$ cat config.mk
export PLATFORM = sky130hd
export DESIGN_NAME = dttp_port
export DESIGN_NICKNAME = d
export VERILOG_FILES = /design/src/shared/dttp_pkg.sv /design/src/hdl/dttp_port.sv
export SDC_FILE = /design/constraint.sdc
export NUM_CORES = 1
export LEC_CHECK = 0
export BUFFER_PORTS_ARGS = -buffer_cell sky130_fd_sc_hd__buf_2
export CAP_MARGIN = 20
export CORE_ASPECT_RATIO = 0.9
export CORE_MARGIN = 2
export CORE_UTILIZATION = 45
export CTS_CLUSTER_SIZE = 14
export DETAILED_ROUTE_END_ITERATION = 8
export HOLD_SLACK_MARGIN = 0.1
export PLACE_DENSITY_LB_ADDON = 0.1
export SYNTH_ARGS = -nofsm -noshare
export SYNTH_HDL_FRONTEND = slang
export SYNTH_HIERARCHICAL = 1
export SYNTH_SLANG_ARGS = --single-unit
$ cat constraint.sdc
create_clock -name core_clk -period 11.8 [get_ports core_clk]
set_clock_uncertainty 0.05 [all_clocks]
set_input_delay 0.59 -clock core_clk [delete_from_list [all_inputs] [get_ports core_clk]]
set_output_delay 0.59 -clock core_clk [all_outputs]
set_load 0.02 [all_outputs]
$ cat src/shared/dttp_pkg.sv
// Constants and types shared by the debug, test and trace port
package dttp_pkg;

  typedef enum logic [3:0] {
    TAP_RESET, TAP_IDLE, TAP_SEL_DR, TAP_CAP_DR, TAP_SHIFT_DR, TAP_EXIT1_DR,
    TAP_PAUSE_DR, TAP_EXIT2_DR, TAP_UPD_DR, TAP_SEL_IR, TAP_CAP_IR, TAP_SHIFT_IR,
    TAP_EXIT1_IR, TAP_PAUSE_IR, TAP_EXIT2_IR, TAP_UPD_IR
  } dttp_tap_t;

  localparam int IR_W = 4;
  localparam logic [3:0] IR_IDCODE = 4'h1;
  localparam logic [3:0] IR_DBGCTL = 4'h2;
  localparam logic [3:0] IR_BYPASS = 4'hF;
  localparam logic [3:0] IR_CAPTURE = 4'h1;
  localparam logic [3:0] IR_RESET_VAL = 4'h1;

  typedef enum logic [1:0] {DR_BYPASS, DR_IDCODE, DR_DBGCTL} dttp_dr_t;

  localparam int DR_W = 32;
  localparam int DCTL_BRK_BIT = 12;
  localparam logic [31:0] DCTL_RESET = 32'h0000_0000;

  localparam logic [2:0] PCST_STL = 3'h7;
  localparam logic [2:0] PCST_JMP = 3'h6;
  localparam logic [2:0] PCST_BRT = 3'h5;
  localparam logic [2:0] PCST_EXP = 3'h4;
  localparam logic [2:0] PCST_SEQ = 3'h3;
  localparam logic [2:0] PCST_TST = 3'h2;
  localparam logic [2:0] PCST_TSQ = 3'h1;
  localparam logic [2:0] PCST_DBM = 3'h0;

  localparam logic [2:0] MULT_X2 = 3'h0;
  localparam logic [2:0] MULT_X3 = 3'h1;
  localparam logic [2:0] MULT_X4 = 3'h2;

  localparam int TRACE_DIV_DEF = 2;
  localparam int FIFO_DEPTH_DEF = 8;
  localparam int PC_W = 32;

endpackage : dttp_pkg

$ cat src/hdl/dttp_port.sv
// Debug and test port: TAP, real-time trace, boot control and bus observation
//
// Notes on behaviour
// - Each test clock rise in a shift state shifts the input bit into instruction or data register.
// - Test data output changes on the falling test clock edge.
// - Test data output floats when nothing shifts out and during reset.
// - Mode select is sampled on test clock rise and advances the TAP.
// - In enhanced mode the second mode select is sampled on the same edge.
// - Test clock is unrelated to the processor clock; tester gives 50% duty; the probe model holds it high 3 and low at least 7 processor clocks.
// - In trace mode, driving test data input low stops trace, back to scan operation.
// - In trace mode the test data output emits non-sequential program counters.
// - Trace clock is the processor clock divided, for the probe to capture.
// - Three status pins encode stall, jumps, exception, sequential, trace, debug.
// - At cold reset the status pins select the clock multiplier: x2, x3, x4.
// - Debug-boot held during reset gives a debug exception instead of reset.
// - Debug-boot is used as a live level at reset exit; only the break flag latches it.
// - Debug-boot also sets the break request flag, debug control bit 12.
// - Source indicator is high for processor, low for DMA transfers.
// - Debug acknowledge goes low whenever a data acknowledge is returned.
// - Debug strobe goes low at each transaction start with block address out.
// - Instruction/data indicator is low for data, high for instruction fetch.
// - At cold reset the source pin low enables the timer interrupt.
`timescale 1ns/1ps

module dttp_fifo #(
  parameter int WIDTH = 32,
  parameter int DEPTH = 8
) (
  input wire logic core_clk,
  input wire logic arst_n,
  input wire logic in_valid,
  output logic in_ready,
  input wire logic [WIDTH-1:0] in_data,
  output logic out_valid,
  input wire logic out_ready,
  output logic [WIDTH-1:0] out_data,
  output logic full
);
  localparam int AW = $clog2(DEPTH);
  logic [WIDTH-1:0] mem [DEPTH];
  typedef struct packed {
    logic [AW-1:0] wp;
    logic [AW-1:0] rp;
    logic [AW:0] cnt;
  } dttp_fifo_st_t;
  dttp_fifo_st_t s_r, s_nxt;
  logic push, pop;

  if (DEPTH < 2 || (1 << AW) != DEPTH) begin : g_chk
    $error("FIFO depth must be a power of two of at least 2");
  end

  assign in_ready = (s_r.cnt != (AW + 1)'(DEPTH));
  assign out_valid = (s_r.cnt != '0);
  assign full = !in_ready;
  assign out_data = mem[s_r.rp];
  assign push = in_valid && in_ready;
  assign pop = out_valid && out_ready;

  always_comb begin
    s_nxt = s_r;
    if (push) s_nxt.wp = s_r.wp + 1'b1;
    if (pop) s_nxt.rp = s_r.rp + 1'b1;
    s_nxt.cnt = s_r.cnt + {{AW{1'b0}}, push} - {{AW{1'b0}}, pop};
  end

  always_ff @(posedge core_clk or negedge arst_n) begin
    if (!arst_n) begin
      s_r <= '0;
    end else begin
      s_r <= s_nxt;
    end
  end

  always_ff @(posedge core_clk) begin
    if (push) mem[s_r.wp] <= in_data;
  end
endmodule : dttp_fifo

module dttp_port import dttp_pkg::*; #(
  parameter int TRACE_DIV = TRACE_DIV_DEF,
  parameter int FIFO_DEPTH = FIFO_DEPTH_DEF,
  parameter logic [31:0] ID_CODE = 32'h1234_5001 // Arbitrary value
) (
  input wire logic core_clk,
  input wire logic arst_n,
  input wire logic tck,
  input wire logic tdi,
  input wire logic tms,
  input wire logic trst_n,
  input wire logic dbg_tms,
  input wire logic enh_mode,
  output logic tdo_o,
  output logic tdo_oe_n,
  input wire logic trace_start,
  input wire logic pc_valid,
  input wire logic [PC_W-1:0] pc,
  input wire logic [2:0] trace_status,
  output logic trace_dclk,
  output logic trace_active,
  output logic trace_stall,
  input wire logic [2:0] pcst_i,
  output logic [2:0] pcst_o,
  output logic pcst_oe_n,
  output logic [1:0] clk_mult_sel,
  output logic clk_mult_rsvd,
  output logic timer_irq_enable_cfg,
  input wire logic debugboot,
  input wire logic cpu_in_reset,
  output logic take_debug_exc,
  output logic take_reset_exc,
  output logic debug_break_request_flag,
  output logic [31:0] debug_ctrl,
  input wire logic bus_start,
  input wire logic bus_ack,
  input wire logic bus_is_dma,
  input wire logic bus_is_instr,
  input wire logic [31:4] bus_blk_addr,
  output logic [31:4] obs_blk_addr,
  output logic obs_ads_n,
  output logic obs_ack_n,
  input wire logic obs_dma_n_i,
  output logic obs_dma_n,
  output logic obs_i_d_n,
  output logic obs_oe_n
);
  localparam int HALF = TRACE_DIV / 2;

  if (TRACE_DIV < 2 || TRACE_DIV % 2 != 0 || TRACE_DIV > 512) begin : g_chk
    $error("TRACE_DIV must be even, 2 to 512");
  end

  typedef struct packed {
    logic tck_d;
    dttp_tap_t tap;
    logic [IR_W-1:0] ir_sh;
    logic [IR_W-1:0] ir;
    logic [DR_W-1:0] dr_sh;
    logic [31:0] dctl;
    logic tdo;
    logic tdo_oe_n;
    logic trace_on;
    logic [7:0] div_cnt;
    logic dclk;
    logic [2:0] pcst;
    logic pcst_oe_n;
    logic [PC_W-1:0] sh;
    logic [5:0] sh_cnt;
    logic stall;
    logic cfg_done;
    logic [1:0] mult;
    logic mult_rsvd;
    logic tmr_en;
    logic cpu_rst_d;
    logic dbg_exc;
    logic rst_exc;
    logic [31:4] blk;
    logic ads_n;
    logic ack_n;
    logic dma_n;
    logic i_d_n;
    logic obs_oe_n;
  } dttp_st_t;

  dttp_st_t s_r, s_nxt;
  logic tck_rise, tck_fall, tms_eff, dclk_tick;
  logic f_in_ready, f_out_valid, f_out_ready;
  logic [PC_W-1:0] f_out_data;

  function automatic dttp_dr_t dr_of(input logic [IR_W-1:0] ir);
    case (ir)
      IR_IDCODE: dr_of = DR_IDCODE;
      IR_DBGCTL: dr_of = DR_DBGCTL;
      default: dr_of = DR_BYPASS;
    endcase
  endfunction : dr_of

  function automatic dttp_tap_t tap_next(input dttp_tap_t st, input logic m);
    case (st)
      TAP_RESET: tap_next = m ? TAP_RESET : TAP_IDLE;
      TAP_IDLE: tap_next = m ? TAP_SEL_DR : TAP_IDLE;
      TAP_SEL_DR: tap_next = m ? TAP_SEL_IR : TAP_CAP_DR;
      TAP_CAP_DR: tap_next = m ? TAP_EXIT1_DR : TAP_SHIFT_DR;
      TAP_SHIFT_DR: tap_next = m ? TAP_EXIT1_DR : TAP_SHIFT_DR;
      TAP_EXIT1_DR: tap_next = m ? TAP_UPD_DR : TAP_PAUSE_DR;
      TAP_PAUSE_DR: tap_next = m ? TAP_EXIT2_DR : TAP_PAUSE_DR;
      TAP_EXIT2_DR: tap_next = m ? TAP_UPD_DR : TAP_SHIFT_DR;
      TAP_UPD_DR: tap_next = m ? TAP_SEL_DR : TAP_IDLE;
      TAP_SEL_IR: tap_next = m ? TAP_RESET : TAP_CAP_IR;
      TAP_CAP_IR: tap_next = m ? TAP_EXIT1_IR : TAP_SHIFT_IR;
      TAP_SHIFT_IR: tap_next = m ? TAP_EXIT1_IR : TAP_SHIFT_IR;
      TAP_EXIT1_IR: tap_next = m ? TAP_UPD_IR : TAP_PAUSE_IR;
      TAP_PAUSE_IR: tap_next = m ? TAP_EXIT2_IR : TAP_PAUSE_IR;
      TAP_EXIT2_IR: tap_next = m ? TAP_UPD_IR : TAP_SHIFT_IR;
      TAP_UPD_IR: tap_next = m ? TAP_SEL_DR : TAP_IDLE;
      default: tap_next = TAP_RESET;
    endcase
  endfunction : tap_next

  // Test clock is sampled as a plain level, edges found against its last value
  assign tck_rise = tck && !s_r.tck_d;
  assign tck_fall = !tck && s_r.tck_d;
  assign tms_eff = enh_mode ? dbg_tms : tms;
  assign dclk_tick = s_r.trace_on && !s_r.dclk && (s_r.div_cnt == 8'(HALF - 1));
  assign f_out_ready = s_r.trace_on && (s_r.sh_cnt == '0);

  // Holds non-sequential PCs until the serial trace output can take them
  dttp_fifo #(.WIDTH(PC_W), .DEPTH(FIFO_DEPTH)) u_fifo (
    .core_clk(core_clk),
    .arst_n(arst_n),
    .in_valid(s_r.trace_on && pc_valid && (trace_status == PCST_JMP || trace_status == PCST_EXP)),
    .in_ready(f_in_ready),
    .in_data(pc),
    .out_valid(f_out_valid),
    .out_ready(f_out_ready),
    .out_data(f_out_data),
    .full()
  );

  always_comb begin
    s_nxt = s_r;
    s_nxt.tck_d = tck;
    // TAP
    if (!trst_n) begin
      s_nxt.tap = TAP_RESET;
      s_nxt.ir = IR_RESET_VAL;
    end else if (tck_rise) begin
      s_nxt.tap = tap_next(s_r.tap, tms_eff);
      case (s_r.tap)
        TAP_RESET: s_nxt.ir = IR_RESET_VAL;
        TAP_CAP_IR: s_nxt.ir_sh = IR_CAPTURE;
        TAP_SHIFT_IR: s_nxt.ir_sh = {tdi, s_r.ir_sh[IR_W-1:1]};
        TAP_UPD_IR: s_nxt.ir = s_r.ir_sh;
        TAP_CAP_DR: begin
          case (dr_of(s_r.ir))
            DR_IDCODE: s_nxt.dr_sh = ID_CODE;
            DR_DBGCTL: s_nxt.dr_sh = s_r.dctl;
            default: s_nxt.dr_sh = '0;
          endcase
        end
        TAP_SHIFT_DR: begin
          if (dr_of(s_r.ir) == DR_BYPASS) s_nxt.dr_sh[0] = tdi;
          else s_nxt.dr_sh = {tdi, s_r.dr_sh[DR_W-1:1]};
        end
        TAP_UPD_DR: if (dr_of(s_r.ir) == DR_DBGCTL) s_nxt.dctl = s_r.dr_sh;
        default: s_nxt.ir = s_r.ir;
      endcase
    end
    // Live debug-boot level wins over a scan write of the flag
    if (debugboot) s_nxt.dctl[DCTL_BRK_BIT] = 1'b1;
    // Test data output: scan data on the falling edge, or trace bits
    if (s_r.trace_on) begin
      s_nxt.tdo_oe_n = 1'b0;
      if (dclk_tick) s_nxt.tdo = s_r.sh[0];
    end else if (tck_fall) begin
      s_nxt.tdo_oe_n = !(s_r.tap == TAP_SHIFT_IR || s_r.tap == TAP_SHIFT_DR);
      s_nxt.tdo = (s_r.tap == TAP_SHIFT_IR) ? s_r.ir_sh[0] : s_r.dr_sh[0];
    end
    // Trace mode entry and exit
    if (s_r.trace_on && !tdi) s_nxt.trace_on = 1'b0;
    else if (trace_start && s_r.cfg_done) s_nxt.trace_on = 1'b1;
    // Trace clock and status
    if (!s_r.trace_on) begin
      s_nxt.div_cnt = '0;
      s_nxt.dclk = 1'b0;
      s_nxt.sh_cnt = '0;
    end else if (s_r.div_cnt == 8'(HALF - 1)) begin
      s_nxt.div_cnt = '0;
      s_nxt.dclk = !s_r.dclk;
    end else begin
      s_nxt.div_cnt = s_r.div_cnt + 8'h01;
    end
    if (dclk_tick) s_nxt.pcst = trace_status;
    if (f_out_valid && f_out_ready) begin
      s_nxt.sh = f_out_data;
      s_nxt.sh_cnt = 6'(PC_W);
    end else if (dclk_tick && s_r.sh_cnt != '0) begin
      s_nxt.sh = {1'b0, s_r.sh[PC_W-1:1]};
      s_nxt.sh_cnt = s_r.sh_cnt - 6'h01;
    end
    s_nxt.stall = !f_in_ready;
    // Cold reset straps read while all pin drivers are still off
    if (!s_r.cfg_done) begin
      s_nxt.cfg_done = 1'b1;
      s_nxt.mult = pcst_i[1:0];
      s_nxt.mult_rsvd = !(pcst_i == MULT_X2 || pcst_i == MULT_X3 || pcst_i == MULT_X4);
      s_nxt.tmr_en = !obs_dma_n_i;
      s_nxt.pcst_oe_n = 1'b0;
      s_nxt.obs_oe_n = 1'b0;
    end
    // Exception choice as the core leaves reset
    s_nxt.cpu_rst_d = cpu_in_reset;
    s_nxt.dbg_exc = s_r.cpu_rst_d && !cpu_in_reset && debugboot;
    s_nxt.rst_exc = s_r.cpu_rst_d && !cpu_in_reset && !debugboot;
    // Bus observation
    s_nxt.ads_n = !bus_start;
    s_nxt.ack_n = !bus_ack;
    if (bus_start) s_nxt.blk = bus_blk_addr;
    if (bus_start || bus_ack) begin
      s_nxt.dma_n = !bus_is_dma;
      s_nxt.i_d_n = bus_is_instr;
    end
  end

  always_ff @(posedge core_clk or negedge arst_n) begin
    if (!arst_n) begin
      s_r <= '0;
      s_r.tap <= TAP_RESET;
      s_r.ir <= IR_RESET_VAL;
      s_r.dctl <= DCTL_RESET;
      s_r.tdo_oe_n <= 1'b1;
      s_r.pcst_oe_n <= 1'b1;
      s_r.pcst <= PCST_DBM;
      s_r.ads_n <= 1'b1;
      s_r.ack_n <= 1'b1;
      s_r.dma_n <= 1'b1;
      s_r.i_d_n <= 1'b1;
      s_r.obs_oe_n <= 1'b1;
      s_r.cpu_rst_d <= 1'b1;
    end else begin
      s_r <= s_nxt;
    end
  end

  assign tdo_o = s_r.tdo;
  assign tdo_oe_n = s_r.tdo_oe_n;
  assign trace_dclk = s_r.dclk;
  assign trace_active = s_r.trace_on;
  assign trace_stall = s_r.stall;
  assign pcst_o = s_r.pcst;
  assign pcst_oe_n = s_r.pcst_oe_n;
  assign clk_mult_sel = s_r.mult;
  assign clk_mult_rsvd = s_r.mult_rsvd;
  assign timer_irq_enable_cfg = s_r.tmr_en;
  assign take_debug_exc = s_r.dbg_exc;
  assign take_reset_exc = s_r.rst_exc;
  assign debug_break_request_flag = s_r.dctl[DCTL_BRK_BIT];
  assign debug_ctrl = s_r.dctl;
  assign obs_blk_addr = s_r.blk;
  assign obs_ads_n = s_r.ads_n;
  assign obs_ack_n = s_r.ack_n;
  assign obs_dma_n = s_r.dma_n;
  assign obs_i_d_n = s_r.i_d_n;
  assign obs_oe_n = s_r.obs_oe_n;

  AST_TRST_RESETS_TAP: assert property (@(posedge core_clk) disable iff (!arst_n)
    !trst_n |=> s_r.tap == TAP_RESET)
    else $error("TAP not in reset after test reset");
  AST_TDO_DRIVE_SHIFT: assert property (@(posedge core_clk) disable iff (!arst_n)
    (!s_r.trace_on && !trace_start && tck_fall && s_r.tap == TAP_SHIFT_DR)
      |=> !tdo_oe_n)
    else $error("Output driver off while shifting data");
  AST_TDO_FALL_ONLY: assert property (@(posedge core_clk) disable iff (!arst_n)
    (!s_r.trace_on && !$past(s_r.trace_on) && $changed(tdo_o)) |-> $past(tck_fall))
    else $error("Scan output changed away from falling test clock");
  AST_TDO_Z_IDLE: assert property (@(posedge core_clk) disable iff (!arst_n)
    (!s_r.trace_on && !trace_start && tck_fall && s_r.tap == TAP_IDLE) |=> tdo_oe_n)
    else $error("Output driven with nothing to shift");
  AST_BOOT_FLAG: assert property (@(posedge core_clk) disable iff (!arst_n)
    debugboot |=> debug_break_request_flag)
    else $error("Debug-boot did not set the break flag");
  AST_BOOT_EXC: assert property (@(posedge core_clk) disable iff (!arst_n)
    ($past(cpu_in_reset) && !cpu_in_reset && debugboot) ##1 1'b1
      |-> take_debug_exc && !take_reset_exc ##1 !take_debug_exc)
    else $error("Debug exception not taken at end of reset");
  AST_STROBE_SOURCE: assert property (@(posedge core_clk) disable iff (!arst_n)
    bus_start |=> !obs_ads_n && obs_dma_n == !$past(bus_is_dma))
    else $error("Strobe or source indicator wrong");
  AST_ACK_LOW: assert property (@(posedge core_clk) disable iff (!arst_n)
    bus_ack |=> !obs_ack_n && obs_i_d_n == $past(bus_is_instr))
    else $error("Acknowledge or fetch indicator wrong");
  AST_TRACE_STOP: assert property (@(posedge core_clk) disable iff (!arst_n)
    (s_r.trace_on && !tdi) |=> !trace_active [*2])
    else $error("Trace did not stop on test data input");
  AST_DCLK_PERIOD: assert property (@(posedge core_clk) disable iff (!arst_n)
    (trace_active && $past(trace_active)) |->
      ($changed(trace_dclk) == ($past(s_r.div_cnt) == 8'(HALF - 1))))
    else $error("Trace clock wrong");
endmodule : dttp_port

======== Yosys cells after proc, flatten, opt, wreduce, memory -nomap -nowiden ========
Memories as Yosys holds them, arrays and structs flattened.
Index checks and enable logic that the tools add are counted.
cells by class
  add/sub/neg operators ................... 6
  equality and inequality tests ........... 31
  mux-type cells .......................... 51
  reduce and logical (&&, ||, !) cells .... 59
operator list
  cell                                           count
  one-hot mux 32 bit (2 select lines)            2
  two-way mux 38 bit                             2
  two-way mux 76 bit                             1
  two-way mux 32 bit                             2
  one-hot mux 4 bit (12 select lines)            1
  == test 4 bit, second input constant           8
  two-way mux 31 bit                             1
  two-way mux 2 bit                              14
  two-way mux 4 bit                              6
  nonzero test 2 bit                             9
  == test 4 x 3 -> 1 bit, second input constant  4
  one-hot mux 4 bit (2 select lines)             2
  logical AND 1 bit                              15
  logical NOT 1 bit                              13
  two-way mux 1 bit                              13
  two-way mux 13 bit                             1
  == test 4 x 2 -> 1 bit, second input constant  3
  AND reduction 4 bit                            3
  two-way mux 9 bit                              1
  adder 8 x 1 -> 8 bit, second input constant    1
  == test 4 x 1 -> 1 bit, second input constant  2
  logical NOT 8 bit                              1
  two-way mux 8 bit                              1
  adder 3 x 1 -> 3 bit, second input constant    2
  26 further kinds                               39
word-level totals
  flip-flop bits (word level) ............. 182
  memory bits (writable) .................. 256
  bits of input ports ..................... 83
  output and inout port bits .............. 81
  logic and storage cells ................. 181
  memories ................................ 1
memories
  name        words  width  rd ports  clocked after memory_dff  write ports  line             text
  u_fifo.mem  8      32     1         0                         1            dttp_port.sv:40  logic [WIDTH-1:0] mem [DEPTH];

======== Depth between registers and ports, before layout ========
Gate-level depths: netlist (run 1).
  word-level depth ........................ 11
  depth in mapped cells ................... 12
  mapped depth without buffers ............ 12

======== By module ========
The synthesis (run 1) kept the hierarchy.
by module, submodules not included
  module     instances  cells each  area each (um^2)  sequential area each (um^2)
  dttp_fifo  1          426         10308.6           7937.6
  dttp_port  1          728         8131.5            4314.1

======== Least setup slack after synthesis (run 1) ========
Ideal clock, no wire load.
  kind .................................... reg2reg
  start ................................... register s_r, in the netlist trace_active
  end ..................................... memory u_fifo.mem[0][0], enable pin
  setup time .............................. 0.461 ns
  arrival ................................. 3.399 ns
  required time ........................... 11.289 ns
  path slack .............................. 7.890 ns
  stages on the path, launching flop included .. 5
  buffers on the path ..................... 1
  clock period less this slack ............ 3.910 ns
  cell sequence ........................... dfrtp_1 > clkbuf_1 > and4b_1 > nand3b_1 > nor3_1
on the way
  longest elaborated chain between the ends .. 5
RTL lines
  item                                     line              text
  from (decl)                              dttp_port.sv:165  dttp_st_t s_r, s_nxt;
  from (signal assigned)                   dttp_port.sv:321  s_r <= s_nxt;
  logical AND 1 bit (2 in series)          dttp_port.sv:211  .in_valid(s_r.trace_on && pc_valid && (trace_status == PCST_JMP || trace_status == PCST_EXP)),
  logical AND 1 bit                        dttp_port.sv:57   assign push = in_valid && in_ready;
  two-way mux 1 bit                        dttp_port.sv:76   if (push) mem[s_r.wp] <= in_data;
  two-way mux 1 bit (not written as such)  dttp_port.sv:76
  to (decl)                                dttp_port.sv:40
No other way between the ends.

======== Worst setup path after layout (run 1) ========
  start ................................... register u_fifo/s_r[4] in the netlist's numbering
  end ..................................... register s_r[49] in the netlist's numbering
on the way
  longest elaborated chain between the ends .. 2
RTL lines
  item                     line              text
  from (decl)              dttp_port.sv:46   dttp_fifo_st_t s_r, s_nxt;
  from (signal assigned)   dttp_port.sv:71   s_r <= s_nxt;
  memory (8 x 32 bit)      --
  named net f_out_data[1]  dttp_port.sv:168  logic [PC_W-1:0] f_out_data;
  two-way mux 38 bit       dttp_port.sv:274  if (f_out_valid && f_out_ready) begin
The timed path passes the listed nets, and every way through them passes these cells.
A chain may end at the register's enable or synchronous reset.

==> impl_metrics.toml, run 1 <==
[sta]
worstMarginPinSlew_ns = 1.024
slew_headroom_pct = 29.80
worst_slack_ns = 8.801
rsz0062_at_grt = "no"
slew_violations = 0
finalCritPeriodShare_pct = 25.42
fin_hold_ws_ns = 0.1029
tns_ns = 0
hold_viol = 0
fmax_ghz = 0.3334
setup_viol = 0
min_period_ns = 2.999

[final_layout]
syn_to_final_growth_pct = 13.93
final_util_pct = 51.80
final_area_um2 = 21010
drive_above_1_share_pct = 33.13
fin_nets = 1354

[grt]
antenna_found_initial = 1
grt_pass1_wl_um = 59500
overflow = 0
gr-usage-all-layers_pct = 18.09
grt_pass1_vias = 10140
grt_max_degree = 110

[clock_tree]
cts_tree = "yes"
cts_sinks = 438
cts-buffers-inserted = 46
cts.repair.resized = 0
cts_root_buffer = "clkbuf_16"
htree_num_levels = 2
insertion_delay_ns = 0.57
cts_hold_buf = 3
cts.clk_slew.worst_paths_ns = 0.06
cts.path.max_buffers = 3
post_cts_buffers = 0

[routing]
avgViaCountPerCell = 5.374
drt_pass1_iterations = 5
drc = 0
postRouteAntennaNets = 0
drt-total-wl_um = 37440
drt_iter0_drc = 606
vias = 9850
avgRoutedWirePerCell_um = 20.42

[place]
place_area_um2 = 19310
gp_congestion = 0.7167
dp_slack_ns = 8.728
hpwl_um = 21240
portBuffers = 163

[power]
vdd_drop_max_uv = 124.2
power_density_nw_per_um2 = 207.7
leakage_nw = 8.404

[floorplanning]
core.rowCount = 70
core_area_um2 = 40550
ios = 164
die_h_um = 196.0
initial_core_util_pct = 45.46
dieArea_um2 = 42610
die_x_um = 217.4

[setup_path]
reg2reg_depth = 5
rr_endpoint = "s_r[49]$_DFFE_PN0P_"
cp.arrival_ns = 3.41
r2r-start = "u_fifo/s_r[4]$_DFFE_PN0P_"
worstSetupEndpointType = "flip-flop"
crit_type = "reg -> reg"
cp-start-kind = "flip-flop"
ff2ff_setup_slack_ns = 8.80
critPathMaxFanout = 40
cp.required_ns = 12.21

[logic_synthesis]
yosys_warnings = 6
synth_area_um2 = 18440
postSynthAreaPerCell_um2 = 15.99
syn_nets = 1251
synthCells = 1153

[status]
status = "complete, no violations"

[min_path]
hp-class = "in -> async"

[run]
max_cap_violations = 0
## state kept, by name, indices dropped and copies added (netlist names), 2 cells and up
| signal | flops |
|---|---|
| u_fifo/s_r | 10 |
| clk_mult_sel | 2 |
| pcst_o | 3 |
| obs_blk_addr | 28 |
| u_fifo/mem | 256 |
| s_r | 93 |
| debug_ctrl | 32 |
## where the power goes
part	internal, W	switching, W
registers	0.00175	0.000116
logic	0.000478	0.000447
clock network	0.000995	0.000580
## per-layer routing
metal	share of wire [%]	wire, µm	vias to the layer above	global-route usage (%)
met1	45	16990	5049	24.63
met3	3.7	1399	51	3.070
met4	2.0	755	0	5.682
met2	49	18290	187	29.88
met5	0	0	-	0
li1	-	-	4563	-
## layout by cell type (no fill, tap or decap), drive strengths merged, types with 5 or more instances in the layout
cell type / n
o21ai: 45
nand4: 7
nor3b: 8
nor3: 5
ha: 14
inv: 20
clkinv: 9
nor2: 23
mux2i: 5
nand3: 14
buf: 182
a211oi: 5
and2: 16
nand2: 56
dfrtp: 174
a21oi: 49
nor2b: 8
mux2: 102
xnor2: 5
and3: 46
mux4: 64
bufinv: 11
dfstp: 8
a22o: 5
clkbuf: 62
a221o: 31
nand3b: 6
xor2: 8
edfxtp: 256
## worst max-delay path, cell delays in order (launching register included)
cell and delay (ns):
dfrtp_4 0.77, buf_4 0.72, mux4_1 0.65, mux2_2 0.28, and2_1 0.13, a221o_2 0.29
## area by class of cell
| class | instances | area, µm² |
|---|---|---|
| fill | 3349 | 19550 |
| sequential | 438 | 12260 |
| multi-input combinational | 565 | 5333 |
| clock buffer | 61 | 1269 |
| timing repair buffer | 186 | 1005 |
| tap | 540 | 675.6 |
| clock inverter | 23 | 392.9 |
| inverter | 19 | 71.32 |
| antenna | 1 | 2.502 |
## stage by stage
step,power (W),cells
after floorplan,0.002618,1153
after global placement,0.002817,1745
after detailed placement,0.002830,1745
after CTS,0.004431,1832
after global routing,0.004582,1832
final,0.004362,1833
## how the worst max path moves through the flow
stage	from	slack, ns	cells past startpoint	endpoint
after floorplan	trace_active$_DFFE_PN0P_	7.89	4	u_fifo/mem[0][0]$_DFFE_PP_
after global placement	u_fifo/s_r[4]$_DFFE_PN0P_	8.75	5	s_r[53]$_DFFE_PN0P_
after detailed placement	u_fifo/s_r[4]$_DFFE_PN0P_	8.73	5	s_r[53]$_DFFE_PN0P_
after CTS	u_fifo/s_r[4]$_DFFE_PN0P_	8.72	5	s_r[49]$_DFFE_PN0P_
after global routing	u_fifo/s_r[4]$_DFFE_PN0P_	8.60	5	s_r[48]$_DFFE_PN0P_
final	u_fifo/s_r[4]$_DFFE_PN0P_	8.80	5	s_r[49]$_DFFE_PN0P_
Note: power is estimated with default switching activity, not from simulation.
==> run 2, diff against run 1 <==
- clock period: 11.8 -> 3.1 ns (I/O delays scaled with it)
==> run 2 against run 1 <==
Global-route usage is 0.30 points higher. Clock-buffer cell count is 10 higher. Die area stayed put. Maximum frequency is 16% higher. Flip-flop and latch count stayed put. Core utilization is 2.4 points higher. Hold slack better by 0.068 ns. Final area is 4.6% higher. Largest power group unchanged.
==> impl_metrics.toml, run 2 (synthesis results as in run 1) <==
[sta]
slew_headroom_pct = 34.47
tns_ns = 0
fmax_ghz = 0.3869
slew_violations = 0
rsz0062_at_grt = "no"
worstMarginPinSlew_ns = 0.9830
finalCritPeriodShare_pct = 83.39
worst_slack_ns = 0.5151
setup_viol = 0
hold_viol = 0
min_period_ns = 2.585

[setup_path]
crit_type = "reg -> reg"
crit_chain = "nor2_1 > nand3_1 > ha_1 > or4b_1 > a211o_1 > buf_4 > nand2_1 > o21ai_0"
worstSetupEndpointType = "flip-flop"
cpLargestDelayFamily = "simple AND/OR/NAND/NOR gates"
critPathSlowestCell = "a211o_1"
max_stage_delay_ns = 0.55
reg2reg_depth = 8
cp-start-kind = "flip-flop"
critPathBufInv = 1
cp.depth = 8
critPathMaxFanout = 23
cp.arrival_ns = 2.96
cp.required_ns = 3.48

[floorplanning]
core.rowCount = 70
die_h_um = 196.0
ios = 164
core_area_um2 = 40550
dieArea_um2 = 42610
die_x_um = 217.4
initial_core_util_pct = 45.46

[grt]
grt_pass1_wl_um = 60710
gr-usage-all-layers_pct = 18.39
antenna_found_initial = 1
grt_pass1_vias = 10680
overflow = 0
grt_max_degree = 85

[place]
hpwl_um = 22240
dp_cells = 1764
gp_congestion = 0.7402
portBuffers = 163
dp_slack_ns = 0.5113
place_area_um2 = 19550

[power]
leakage_nw = 8.820
vdd_drop_max_uv = 442.7
power_density_nw_per_um2 = 753.3

[min_path]
hp-class = "in -> async"

[clock_tree]
cts_tree = "yes"
cts.clk_slew.worst_paths_ns = 0.06
insertion_delay_ns = 0.55
cts.path.max_buffers = 3
cts_sinks = 438
cts-buffers-inserted = 47
cts_root_buffer = "clkbuf_16"
htree_num_levels = 2
post_cts_buffers = 0

[routing]
drc = 0
postRouteAntennaNets = 0
drt-total-wl_um = 38280
avgRoutedWirePerCell_um = 19.83
drt_pass1_iterations = 5
avgViaCountPerCell = 5.310
vias = 10250
drt_iter0_drc = 686

[final_layout]
drive_above_1_share_pct = 32.40
fin_cells = 1930
nFillCells = 3240
final_common_cell = "edfxtp_1"
fin_nets = 1451
largest-register = "u_fifo/mem"
syn_to_final_growth_pct = 19.13
most-common-layout-cells = "256 x edfxtp_1, 172 x dfrtp_1, 162 x buf_2"
largest_reg_flops = 256
final_area_um2 = 21960
final_util_pct = 54.16

[run]
max_cap_violations = 0

[status]
status = "complete, no violations"
run 2: cell count changes in the layout (fill, tap and decap cells not counted), moves of 2 or more:
cell           previous run  this run
dlygate4sd3_1             3        80
buf_4                    20        32
buf_12                    0         7
bufinv_16                11         4
clkinv_1                  5         0
clkbuf_16                47        51
clkbuf_1                 10        13
clkbuf_8                  5         8
clkinv_4                  0         2
nor3_2                    3         1
nor3_4                    0         2
run 2: area by class of cell:
class                   instances  area, µm²  share of cell area (%)
flip-flops and latches        438      12260                   55.81
multi-input cells             565       5345                   24.34
repair buffers                282       2006                   9.132
clock buffers                  71       1421                   6.471
well taps                     540      675.6                   3.076
clock inverters                14      185.2                  0.8431
inverters                      19      71.32                  0.3247
diodes                          1      2.502                 0.01139
run 2: where the power goes:
part           total [W]  internal [W]  leakage (nW)  switching, W
clock            0.00570       0.00350         0.779       0.00220
combinational    0.00380       0.00201          3.42       0.00180
sequential       0.00705       0.00665          4.62      0.000397
run 2: metrics by stage:
| step | total power, W | hold WS, ns |
|---|---|---|
| 2_1_floorplan | 0.009970 | -0.1906 |
| 3_3_place_gp | 0.01087 | 0.2060 |
| 3_5_place_dp | 0.01093 | 0.2008 |
| 4_1_cts | 0.01680 | 0.1781 |
| 5_1_grt | 0.01737 | 0.2152 |
| 6_report | 0.01654 | 0.1706 |
run 2: path summary, 6_finish.rpt:
path / startpoint / slack (ns) / endpoint
max: s_r[162]$_DFFE_PN0P_ / 0.52 / s_r[152]$_DFFE_PN0P_
min: arst_n / 0.17 / obs_blk_addr[21]$_DFFE_PN0P_
max reg2reg: s_r[162]$_DFFE_PN0P_ / 0.52 / s_r[152]$_DFFE_PN0P_
min reg2reg: clk_mult_rsvd$_DFFE_PN0N_ / 0.44 / clk_mult_rsvd$_DFFE_PN0N_
max in group asynchronous: arst_n / 2.00 / s_r[79]$_DFFE_PN0P_
min in group core_clk: tms / 0.22 / s_r[169]$_DFFE_PN0P_
run 2: metal layers:
metal  wire length [µm]  global-route usage (%)
met5                  0                       0
met4                686                   4.972
met2              18930                   30.58
met1              17130                   25.11
met3               1535                   3.256
run 2: timing repair:
action,4_1_cts,5_1_grt
gates resized for setup,0,0
hold buffers,80,0
hold endpoints to repair,394,0
run 2: worst register-to-register path: cells and delay by family (launching register included):
kind                       cells  cell delay [ns]
and+or+nand+nor                4             0.83
AOI/OAI and AO/OA              2             0.63
DFF                            1             0.39
buffers and inverters          1             0.32
adders and majority gates      1             0.25
==> run 3, diff against run 2 <==
- clock period: 3.1 -> 2.5 ns (I/O delays scaled with it)
==> run 3 against run 2 <==
Hold slack worse by 0.0029 ns. Via count is essentially flat. Cell count up 0.88%. Die area stayed put. Total power grew 23%. Critical endpoint is now u_fifo/s_r[2]$_DFF_PN0_. First-iteration DRC count decreased by 6.0%. Wire length is 1.3% lower. Non-clock buffer count grew 16. Largest cell class unchanged. Critical path depth is 2 higher. Sequential power rose by 23%. Final area is 0.88% higher.
==> impl_metrics.toml, run 3 (synthesis results as in run 1) <==
[status]
status = "complete, no violations"

[floorplanning]
core_area_um2 = 40550
die_h_um = 196.0
dieArea_um2 = 42610
ios = 164
die_x_um = 217.4
core.rowCount = 70
initial_core_util_pct = 45.46

[grt]
grt_max_degree = 59
gr-usage-all-layers_pct = 18.24
grt_pass1_vias = 10670
overflow = 0
antenna_found_initial = 1
grt_pass1_wl_um = 60470

[sta]
slew_headroom_pct = 45.61
min_period_ns = 2.373
rsz0062_at_grt = "no"
tns_ns = 0
finalCritPeriodShare_pct = 94.93
setup_viol = 0
worstMarginPinSlew_ns = 0.8139
hold_viol = 0
slew_violations = 0
fmax_ghz = 0.4214

[clock_tree]
cts_root_buffer = "clkbuf_16"
insertion_delay_ns = 0.59
cts.path.max_buffers = 3
cts-buffers-inserted = 47
cts_sinks = 438
cts_tree = "yes"
cts.clk_slew.worst_paths_ns = 0.06
htree_num_levels = 2

[power]
vdd_drop_max_uv = 547.4
power_density_nw_per_um2 = 920.8
leakage_nw = 8.897

[final_layout]
fin_cells = 1947
largest-register = "u_fifo/mem"
largest_reg_flops = 256
multi_input_area_um2 = 5361
final_common_cell = "edfxtp_1"
fin_nets = 1467
syn_to_final_growth_pct = 20.18
drive_above_1_share_pct = 33.05
register_area_um2 = 12260
most-common-layout-cells = "256 x edfxtp_1, 171 x dfrtp_1, 162 x buf_2"
nFillCells = 3283
diodes = 0

[routing]
drt-total-wl_um = 37780
drt_pass1_iterations = 7
vias = 10240
avgViaCountPerCell = 5.261
postRouteAntennaNets = 0
avgRoutedWirePerCell_um = 19.40
drt_iter0_drc = 645
drc = 0

[setup_path]
max_stage_delay_ns = 0.45
worstSetupEndpointType = "flip-flop"
crit_chain = "inv_1 > ha_1 > or3b_2 > nand2_1 > inv_1 > ha_1 > inv_1 > ha_1 > fa_1 > xor2_1"
cp.arrival_ns = 2.79
crit_type = "reg -> reg"
critPathMaxFanout = 3
cp-start-kind = "flip-flop"
cp.required_ns = 2.91
critPathSlowestCell = "or3b_2"

[run]
max_cap_violations = 0

[place]
gp_congestion = 0.7222
hpwl_um = 22200
portBuffers = 163
dp_cells = 1777

[min_path]
hp-class = "in -> reg"
==> run 3: cell count changes in the layout (fill, tap and decap cells not counted), moves of 2 or more <==
cell / previous run / this run
buf_12: 7 / 16
buf_4: 32 / 37
clkbuf_1: 13 / 8
clkbuf_16: 51 / 47
clkbuf_8: 8 / 5
clkinv_1: 0 / 11
clkinv_2: 5 / 8
clkinv_4: 2 / 0
clkinv_8: 0 / 2
==> run 3: path summary, 6_finish.rpt <==
path	from	end	slack, ns	cells past startpoint
setup / recovery	u_fifo/s_r[2]$_DFF_PN0_	u_fifo/s_r[2]$_DFF_PN0_	0.13	10
hold / removal	cpu_in_reset	s_r[35]$_DFF_PN1_	0.17	2
setup reg to reg	u_fifo/s_r[2]$_DFF_PN0_	u_fifo/s_r[2]$_DFF_PN0_	0.13	10
hold reg to reg	tdo_oe_n$_DFFE_PN1P_	tdo_oe_n$_DFFE_PN1P_	0.43	2
max in group asynchronous	arst_n	obs_ads_n$_DFF_PN1_	1.27	4
min in group asynchronous	arst_n	s_r[35]$_DFF_PN1_	0.68	3
==> run 3: what timing repair did <==
action	in CTS	in global routing
setup endpoints to repair	0	22
hold buffers	82	0
hold endpoints to repair	494	0
setup buffers	0	1
gates resized for setup	0	4
==> run 3: worst max-delay path, delay by kind of cell (launching register included) <==
family / cells / cell delay, ns
xor+xnor: 1 / 0.15
fa+ha+maj: 4 / 0.97
buf+inv: 3 / 0.19
flops: 1 / 0.35
simple gates: 2 / 0.55
==> run 3: power by group <==
part | switching (W) | internal (W) | total [W] | leakage, nW
clock | 0.00285 | 0.00400 | 0.00685 | 0.746
sequential | 0.000411 | 0.00825 | 0.00866 | 4.62
combinational | 0.00228 | 0.00262 | 0.00489 | 3.54
total | 0.00554 | 0.0149 | 0.0204 | 8.90
==> run 3: final cells by class <==
type,count,share of cell area [%]
clock buffers,59,5.692
multi-input cells,565,24.20
well taps,540,3.049
flip-flops and latches,438,55.32
clock inverters,28,1.214
inverters,19,0.3219
repair buffers,298,10.20
==> run 3: metrics by stage <==
| stage | hold slack, ns | instance area (µm²) | total power (W) | util [%] | setup WS (ns) |
|---|---|---|---|---|---|
| after floorplan | -0.2206 | 18480 | 0.01238 | - | 0.03213 |
| after global placement | 0.1181 | 19770 | 0.01364 | 48.74 | 0.1315 |
| after detailed placement | 0.1152 | 19770 | 0.01367 | 48.74 | 0.1084 |
| after CTS | 0.1243 | 22130 | 0.02075 | 54.58 | 0.09410 |
| after global routing | 0.1574 | 22160 | 0.02149 | 54.64 | 0.02658 |
| final | 0.1677 | 22160 | 0.02040 | 54.64 | 0.1268 |
==> run 3: metal layers <==
| layer | wire length [µm] | track usage, % | vias to the layer above |
|---|---|---|---|
| met3 | 1659 | 3.829 | 50 |
| li1 | - | - | 4781 |
| met1 | 17380 | 25.27 | 5205 |
| met4 | 596 | 4.541 | 2 |
| met2 | 18130 | 29.65 | 205 |
| met5 | 13 | 0 | - |
